[src/inc/cfo_pkg.sv]
// Package for the clock output channel configuration block.
// Assumes a single 250 MHz clock and a plain register port.
package cfo_pkg;
    // Register indices on the plain port
    localparam int ADDR_W = 4;
    localparam logic [3:0] ADDR_CH0 = 4'h0;
    localparam logic [3:0] ADDR_BOOST = 4'h9;
    localparam logic [3:0] ADDR_GLOBAL = 4'he;
    localparam logic [3:0] ADDR_STATUS = 4'hf;
    // Channel word field positions
    localparam int RESTORE_BIT = 31;
    localparam int PATH_HI = 18;
    localparam int PATH_LO = 17;
    localparam int CH_EN_BIT = 16;
    localparam int DIV_HI = 15;
    localparam int DIV_LO = 8;
    localparam int DLY_HI = 7;
    localparam int DLY_LO = 4;
    // Global word field positions
    localparam int INPUT_CHOICE_BIT = 29;
    localparam int ALL_EN_BIT = 27;
    localparam int SLEEP_BIT = 26;
    // Boost word field position
    localparam int BOOST_BIT = 16;
    // Reset values
    localparam logic [1:0] PATH_RST = 2'h0;
    localparam logic CH_EN_RST = 1'b0;
    localparam logic [7:0] DIV_RST = 8'h01;
    localparam logic [3:0] DLY_RST = 4'h0;
    localparam logic INPUT_CHOICE_RST = 1'b0;
    localparam logic ALL_EN_RST = 1'b1;
    localparam logic SLEEP_RST = 1'b0;
    localparam logic BOOST_RST = 1'b0;
    // Fixed path latencies in ps
    localparam int LAT_DIV_PS = 100;
    localparam int LAT_DLY_PS = 400;
    localparam int LAT_BOTH_PS = 500;
    localparam int DLY_STEP_PS = 150;
    // Output path modes
    typedef enum logic [1:0] {
        CFO_BYPASS = 2'h0,
        CFO_DIVIDED = 2'h1,
        CFO_DELAYED = 2'h2,
        CFO_DIV_DLY = 2'h3
    } cfo_path_t;
    // One channel's settings
    typedef struct packed {
        logic [1:0] output_path_select;
        logic channel_output_enable;
        logic [7:0] output_divider_value;
        logic [3:0] output_delay_setting;
    } cfo_chan_t;
    // Per channel effective control
    typedef struct packed {
        logic active;
        logic div_used;
        logic dly_used;
        logic [7:0] divider;
        logic [11:0] delay_ps;
    } cfo_eff_t;
endpackage
[src/core/cfo_config.sv]
// Configuration registers and effective per-channel controls for an
// eight-channel clock fan-out. Assumes synchronous inputs on i_mclk.
// Function
// RL1: Eight channel words, word n drives channel n
// RL2: Identical channel fields; restore only in word 0
// RL3: Bit 31 of word 0 restores defaults
// RL4: Restore write ignores all other fields
// RL5: Host writes restore bit zero if unused
// RL6: Bits 18:17 choose the output path
// RL7: Path latency added 100, 400, 500 ps
// RL8: Divider bits 15:8 divide by twice value
// RL9: Divider active only in divided modes
// RL10: Host pulses alignment pin after dividers
// RL11: Global bit 29 picks input a or b
// RL12: Global bit 27 all-outputs enable, reset one
// RL13: Global bit 26 sleep control, reset zero
// RL14: Restore bit reads zero after reset
// RL15: Delay setting times 150 ps in delay modes
// RL16: All-outputs enable low disables every output
// RL17: Sleep overrides all other bits and pins
// RL18: Bit 16 enables channel output, reset zero
// RL19: Host writes unassigned bits as map shows
// RL20: Delay setting at bits 7:4, reset zero
module cfo_config #(
    parameter int NUM_CH = 8
) (
    // Clock and reset
    input wire logic i_mclk,
    input wire logic i_reset_n,
    // Register port
    input wire logic [cfo_pkg::ADDR_W-1:0] i_addr,
    input wire logic [31:0] i_wdata,
    input wire logic i_wr,
    input wire logic i_rd,
    output logic [31:0] o_rdata,
    // Effective controls
    output cfo_pkg::cfo_eff_t [NUM_CH-1:0] o_chan,
    output logic o_input_a_sel,
    output logic o_boost,
    output logic o_sleep
);

    // Stored settings, one entry per channel
    cfo_pkg::cfo_chan_t chan_q [NUM_CH];
    // Effective controls, one flop set per channel
    cfo_pkg::cfo_eff_t eff_q [NUM_CH];
    logic input_choice_q;
    logic all_outputs_enable_q;
    logic device_sleep_q;
    logic boost_q;
    // Restore request: write to word 0 with bit 31 set
    logic restore;
    // Write to global word
    logic gwr;
    // Write to boost word
    logic bwr;

    // RL3: restore strobe detect
    assign restore = i_wr && (i_addr == cfo_pkg::ADDR_CH0) && i_wdata[cfo_pkg::RESTORE_BIT];
    assign gwr = i_wr && (i_addr == cfo_pkg::ADDR_GLOBAL);
    assign bwr = i_wr && (i_addr == cfo_pkg::ADDR_BOOST);

    // RL1: one word per channel
    genvar g;
    generate
        for (g = 0; g < NUM_CH; g++) begin : g_ch
            // Channel word store
            always_ff @(posedge i_mclk) begin
                // RL3: reset and restore share defaults
                if (!i_reset_n || restore) begin
                    // RL6: bypass default
                    chan_q[g].output_path_select <= cfo_pkg::PATH_RST;
                    // RL18: output off
                    chan_q[g].channel_output_enable <= cfo_pkg::CH_EN_RST;
                    // RL8: divide by two
                    chan_q[g].output_divider_value <= cfo_pkg::DIV_RST;
                    // RL20: no delay
                    chan_q[g].output_delay_setting <= cfo_pkg::DLY_RST;
                end else if (i_wr && (i_addr == cfo_pkg::ADDR_W'(g))) begin
                    // RL2: same field layout for every channel
                    chan_q[g].output_path_select <=
                        i_wdata[cfo_pkg::PATH_HI:cfo_pkg::PATH_LO];
                    chan_q[g].channel_output_enable <= i_wdata[cfo_pkg::CH_EN_BIT];
                    chan_q[g].output_divider_value <= i_wdata[cfo_pkg::DIV_HI:cfo_pkg::DIV_LO];
                    chan_q[g].output_delay_setting <= i_wdata[cfo_pkg::DLY_HI:cfo_pkg::DLY_LO];
                end
            end

            // Effective channel controls
            always_ff @(posedge i_mclk) begin
                if (!i_reset_n) begin
                    eff_q[g] <= '0;
                end else begin
                    // RL16: global enable gate; RL17: sleep wins
                    eff_q[g].active <= chan_q[g].channel_output_enable
                        && all_outputs_enable_q && !device_sleep_q;
                    // RL9: divider only in divided modes
                    eff_q[g].div_used <= chan_q[g].output_path_select[0];
                    // RL15: delay only in delay modes
                    eff_q[g].dly_used <= chan_q[g].output_path_select[1];
                    eff_q[g].divider <= chan_q[g].output_divider_value;
                    // RL7: fixed latency plus programmed delay
                    eff_q[g].delay_ps <= path_delay(chan_q[g]);
                end
            end
        end
    endgenerate

    // Pack the per-channel flops onto the output, one driver only
    always_comb begin
        for (int k = 0; k < NUM_CH; k++) begin
            o_chan[k] = eff_q[k];
        end
    end

    // Total added delay in ps for one channel
    function automatic logic [11:0] path_delay(input cfo_pkg::cfo_chan_t c);
        logic [11:0] fixed_ps;
        logic [11:0] prog_ps;
        fixed_ps = 12'h000;
        prog_ps = 12'h000;
        case (cfo_pkg::cfo_path_t'(c.output_path_select))
            // No added latency
            cfo_pkg::CFO_BYPASS: fixed_ps = 12'h000;
            // Divider stage only
            cfo_pkg::CFO_DIVIDED: fixed_ps = 12'(cfo_pkg::LAT_DIV_PS);
            // Delay stage only
            cfo_pkg::CFO_DELAYED: fixed_ps = 12'(cfo_pkg::LAT_DLY_PS);
            // Both stages
            cfo_pkg::CFO_DIV_DLY: fixed_ps = 12'(cfo_pkg::LAT_BOTH_PS);
            default: fixed_ps = 12'h000;
        endcase
        // RL15: programmed steps count in delay modes only
        if (c.output_path_select[1]) begin
            prog_ps = 12'(c.output_delay_setting * cfo_pkg::DLY_STEP_PS);
        end
        path_delay = 12'(fixed_ps + prog_ps);
    endfunction

    // Global word store
    always_ff @(posedge i_mclk) begin
        // RL3: restore returns global defaults too
        if (!i_reset_n || restore) begin
            // RL11: input b by default
            input_choice_q <= cfo_pkg::INPUT_CHOICE_RST;
            // RL12: outputs under channel control
            all_outputs_enable_q <= cfo_pkg::ALL_EN_RST;
            // RL13: device awake
            device_sleep_q <= cfo_pkg::SLEEP_RST;
        end else if (gwr) begin
            input_choice_q <= i_wdata[cfo_pkg::INPUT_CHOICE_BIT];
            all_outputs_enable_q <= i_wdata[cfo_pkg::ALL_EN_BIT];
            device_sleep_q <= i_wdata[cfo_pkg::SLEEP_BIT];
        end
    end

    // Boost word store
    always_ff @(posedge i_mclk) begin
        if (!i_reset_n || restore) begin
            boost_q <= cfo_pkg::BOOST_RST;
        end else if (bwr) begin
            boost_q <= i_wdata[cfo_pkg::BOOST_BIT];
        end
    end

    // Global outputs
    always_ff @(posedge i_mclk) begin
        if (!i_reset_n) begin
            o_input_a_sel <= 1'b0;
            o_boost <= 1'b0;
            o_sleep <= 1'b0;
        end else begin
            // RL11: one selects input a
            o_input_a_sel <= input_choice_q && !device_sleep_q;
            o_boost <= boost_q && !device_sleep_q;
            // RL17: sleep flag out
            o_sleep <= device_sleep_q;
        end
    end

    // Status word: live channel activity and sleep
    logic [31:0] status_word;
    always_comb begin
        status_word = '0;
        for (int k = 0; k < NUM_CH; k++) begin
            status_word[k] = eff_q[k].active;
        end
        status_word[cfo_pkg::SLEEP_BIT] = device_sleep_q;
    end

    // Read data, one cycle after the strobe, zero otherwise
    always_ff @(posedge i_mclk) begin
        if (!i_reset_n) begin
            o_rdata <= '0;
        end else if (i_rd) begin
            o_rdata <= '0;
            if (i_addr < cfo_pkg::ADDR_W'(NUM_CH)) begin
                // RL14: restore bit always reads zero
                o_rdata[cfo_pkg::PATH_HI:cfo_pkg::PATH_LO] <=
                    chan_q[i_addr[2:0]].output_path_select;
                o_rdata[cfo_pkg::CH_EN_BIT] <= chan_q[i_addr[2:0]].channel_output_enable;
                o_rdata[cfo_pkg::DIV_HI:cfo_pkg::DIV_LO] <=
                    chan_q[i_addr[2:0]].output_divider_value;
                o_rdata[cfo_pkg::DLY_HI:cfo_pkg::DLY_LO] <=
                    chan_q[i_addr[2:0]].output_delay_setting;
            end else if (i_addr == cfo_pkg::ADDR_GLOBAL) begin
                o_rdata[cfo_pkg::INPUT_CHOICE_BIT] <= input_choice_q;
                o_rdata[cfo_pkg::ALL_EN_BIT] <= all_outputs_enable_q;
                o_rdata[cfo_pkg::SLEEP_BIT] <= device_sleep_q;
            end else if (i_addr == cfo_pkg::ADDR_BOOST) begin
                o_rdata[cfo_pkg::BOOST_BIT] <= boost_q;
            end else if (i_addr == cfo_pkg::ADDR_STATUS) begin
                o_rdata <= status_word;
            end
        end else begin
            // Data stand for one cycle only
            o_rdata <= '0;
        end
    end

endmodule

[config.mk]
export PLATFORM = sky130hd
export DESIGN_NAME = cfo_config
export DESIGN_NICKNAME = d
export VERILOG_FILES = /design/src/inc/cfo_pkg.sv /design/src/core/cfo_config.sv
export SDC_FILE = /design/constraint.sdc
export NUM_CORES = 1
export LEC_CHECK = 0
export BUFFER_PORTS_ARGS = -buffer_cell sky130_fd_sc_hd__buf_4
export CORE_MARGIN = 3
export CORE_UTILIZATION = 25
export DETAILED_ROUTE_END_ITERATION = 10
export GPL_TIMING_DRIVEN = 0
export SLEW_MARGIN = 25
export SYNTH_ARGS = -nofsm -noshare
export SYNTH_HDL_FRONTEND = slang
export SYNTH_SLANG_ARGS = --single-unit
[constraint.sdc]
create_clock -name i_mclk -period 3.6 [get_ports i_mclk]
set_input_delay 0.54 -clock i_mclk [delete_from_list [all_inputs] [get_ports i_mclk]]
set_output_delay 0.54 -clock i_mclk [all_outputs]
set_load 0.05 [all_outputs]
==> qor.yml <==
worst_setup_path_start_kind: "register"
drtIter0Drc: 742
synth_flop_cell: "dfxtp_1"
drv_cap: 0
path_clk_slew_ns: 0.06
ys_warn_count: 0
place_ws_ns: -0.292
place_congestion: 0.836
clock_path_buffers: 3
dp_hpwl_um: 42200
grt_max_degree: 16
synthCells: 1571
fin_ws_ns: 0.135
intPower_uw: 7590
synth.top_cell.area_share_pct: 24.2
pwr-share-comb_pct: 28.4
skew_ns: 0.0157
synth_most_common_cell: "and2_1"
leakage_uw: 0.00941
drive_gt1_share_pct: 25.5
setup_violations: 0
rsz0062_at_grt: "true"
ys_seq_area_share_pct: 45.5
core_um2: 66500
root_buffer: "clkbuf_16"
wire_per_inst_um: 19.7
cts_tree: "built"
antenna_left: 0
total_power_uw: 11500
async_flop_share_pct: 0
grt_overflow: 0
p_per_area_nw_per_um2: 523
syn_area_um2: 16900
maxSlewHeadroom_pct: 34.9
grtUsageTotal_pct: 15.2
pwr-share-clk_pct: 34.4
critical_path_required_ns: 4.02
drc_errors: 0
seq_power_share_pct: 37.2
outcome: "finished clean"
initial_core_util_pct: 25.5
layout.cells.non_filler: 2815
ios: 259
clk_latency_ns: 0.57
synthTopCellsByArea: "dfxtp_1 (24%), edfxtp_1 (21%), ha_1 (12%), and2_1 (9.6%), mux4_2 (4.0%)"
nets: 2123
ys_types: 71
yosys.area.top_type: "dfxtp_1"
placed_cells: 2686
die_area_um2: 70900
holdWs_ns: 0.204
vias: 13000
synth_edf_count: 120
die_h_um: 266
htree_levels: 2
switching_share_pct: 33.8
numPortBuffers: 227
fmax_ghz: 0.289
ir_drop_mv: 0.286
viasPerCell: 4.63
p_sw_uw: 3880
dr.pass1.iters: 5
die_w_um: 266
finalCritPeriodShare_pct: 96.2
wl_um: 55500
path_max_fanout: 4
arrival_ns: 3.89
grt_pass1_wl_um: 80900
worstHoldPathType: "input pin to register"
antenna_found_initial: 14
cts_num_sinks: 325
worst-setup-path-type: "register to register"
synth_common_cells: "and2_1 (259), dfxtp_1 (205), ha_1 (160)"
fillerInstances: 6651
grt_pass1_vias: 13300
area_growth_pct: 29.6
syn_area_per_cell_um2: 10.8
hold_viol_final: 0
worst_pin_slew_ns: 0.977
rows: 94
rrSetupSlack_ns: 0.14
numCtsBuffers: 38
drv_slew: 0
endpoint_kind: "register"
period_needed_ns: 3.46
synth_seq_cells: 325
## critical path: stages, from the launching register on
cell,delay (ns)
edfxtp_1,0.45
buf_4,0.18
ha_1,0.27
ha_1,0.34
ha_4,0.27
and3b_2,0.21
or3_1,0.30
and3_4,0.18
ha_4,0.17
or2_2,0.31
o2bb2ai_4,0.16
o21a_1,0.18
buf_4,0.12
xnor2_1,0.10
nor2_1,0.06
## layout make-up
class,count,area [um^2],share of cell area (%)
plain buffers,89,440,2.01
inverters,57,214,0.975
repair buffers,287,2200,10.0
clock buffers,51,1090,4.98
well taps,864,1080,4.92
multi-input cells,1117,9020,41.1
flip-flops and latches,325,7710,35.1
diodes,6,15.0,0.0684
clock inverters,19,179,0.815
## layout by cell type, fill, tap and decap left out, types with 8 or more instances in the layout
cell type  count
a211oi_1      32
a21o_1        15
a21oi_1       40
and2_1       259
and3_1        15
and4b_1        8
buf_2         10
buf_4        299
clkbuf_1      60
clkbuf_16     41
conb_1        18
dfxtp_1      205
edfxtp_1     120
ha_1         145
ha_4          15
inv_1         49
inv_2          8
mux2i_1       22
mux4_2        30
nand2_1       56
nand2b_1      13
nand3_1       12
nor2_1       110
nor3_1        15
nor3b_1        8
nor4_1         9
o21a_1        12
o21ai_0       44
o21ai_1       13
o21ai_2        9
o21bai_1      10
o31a_1        11
or3_1         19
xnor2_1       23
xor2_1        29
## worst paths after layout
kind / cells after the start / end / startpoint
worst max-delay path: 14 / eff_q[0][9]$_SDFF_PN0_ / chan_q[0][3]$_SDFFCE_PN0P_
worst min-delay path: 3 / device_sleep_q$_SDFFE_PP0P_ / i_wdata[26]
worst max register to register: 14 / eff_q[0][9]$_SDFF_PN0_ / chan_q[0][3]$_SDFFCE_PN0P_
worst min register to register: 1 / eff_q[0][84]$_SDFF_PN0_ / chan_q[3][7]$_SDFFCE_PN0P_
## per-layer routing
layer  vias up  GRT usage, %  wire [um]
met2       407          24.4      25000
li1       6265             -          -
met4        14          5.69       1780
met1      6260          19.3      24200
met5         -             0         90
met3        87          4.38       4460
## per-stage QoR
step	util (%)	TNS, ns	area [um^2]
3_5_place_dp	30.0	-1.53	19900
6_report	33.0	0	22000
5_1_grt	33.0	-0.141	21900
2_1_floorplan	-	0	17000
3_3_place_gp	29.8	-22.30	19800
4_1_cts	32.3	0	21400
## what timing repair did
action / 4_1_cts / 5_1_grt
setup buffers: 25 / 28
endpoints found under the setup margin: 19 / 24
gates resized for setup: 7 / 54
cloned: 0 / 0
hold buffers: 0 / 0
pin swaps: 4 / 37
## logic make-up after synthesis
family	Yosys count	share of synthesized area, %
xor gates and xnor gates	53	2.74
adders and majority gates	168	12.8
other	1	0.0221
and+or+nand+nor	573	19.3
DFF	325	45.5
AOI/OAI and AO/OA	246	9.98
buffers and inverters	146	3.85
muxes	59	5.89
## sequential cells by signal, indices dropped and copies added, names as in the netlist
signal / flops
eff_q: 176
chan_q: 120
o_rdata: 22
all_outputs_enable_q: 1
boost_q: 1
device_sleep_q: 1
input_choice_q: 1
o_boost: 1
o_input_a_sel: 1
o_sleep: 1
## power by group through the flow
| stage | logic (uW) | registers (uW) | clock network (uW) |
|---|---|---|---|
| final | 3260 | 4270 | 3950 |
| after global routing | 3530 | 4300 | 4180 |
| after CTS | 3120 | 4270 | 4060 |
| after detailed placement | 3040 | 4360 | 0 |
| after global placement | 2980 | 4360 | 0 |
| after floorplan | 1430 | 5050 | 0 |
Power figures use the tool's default switching activity.
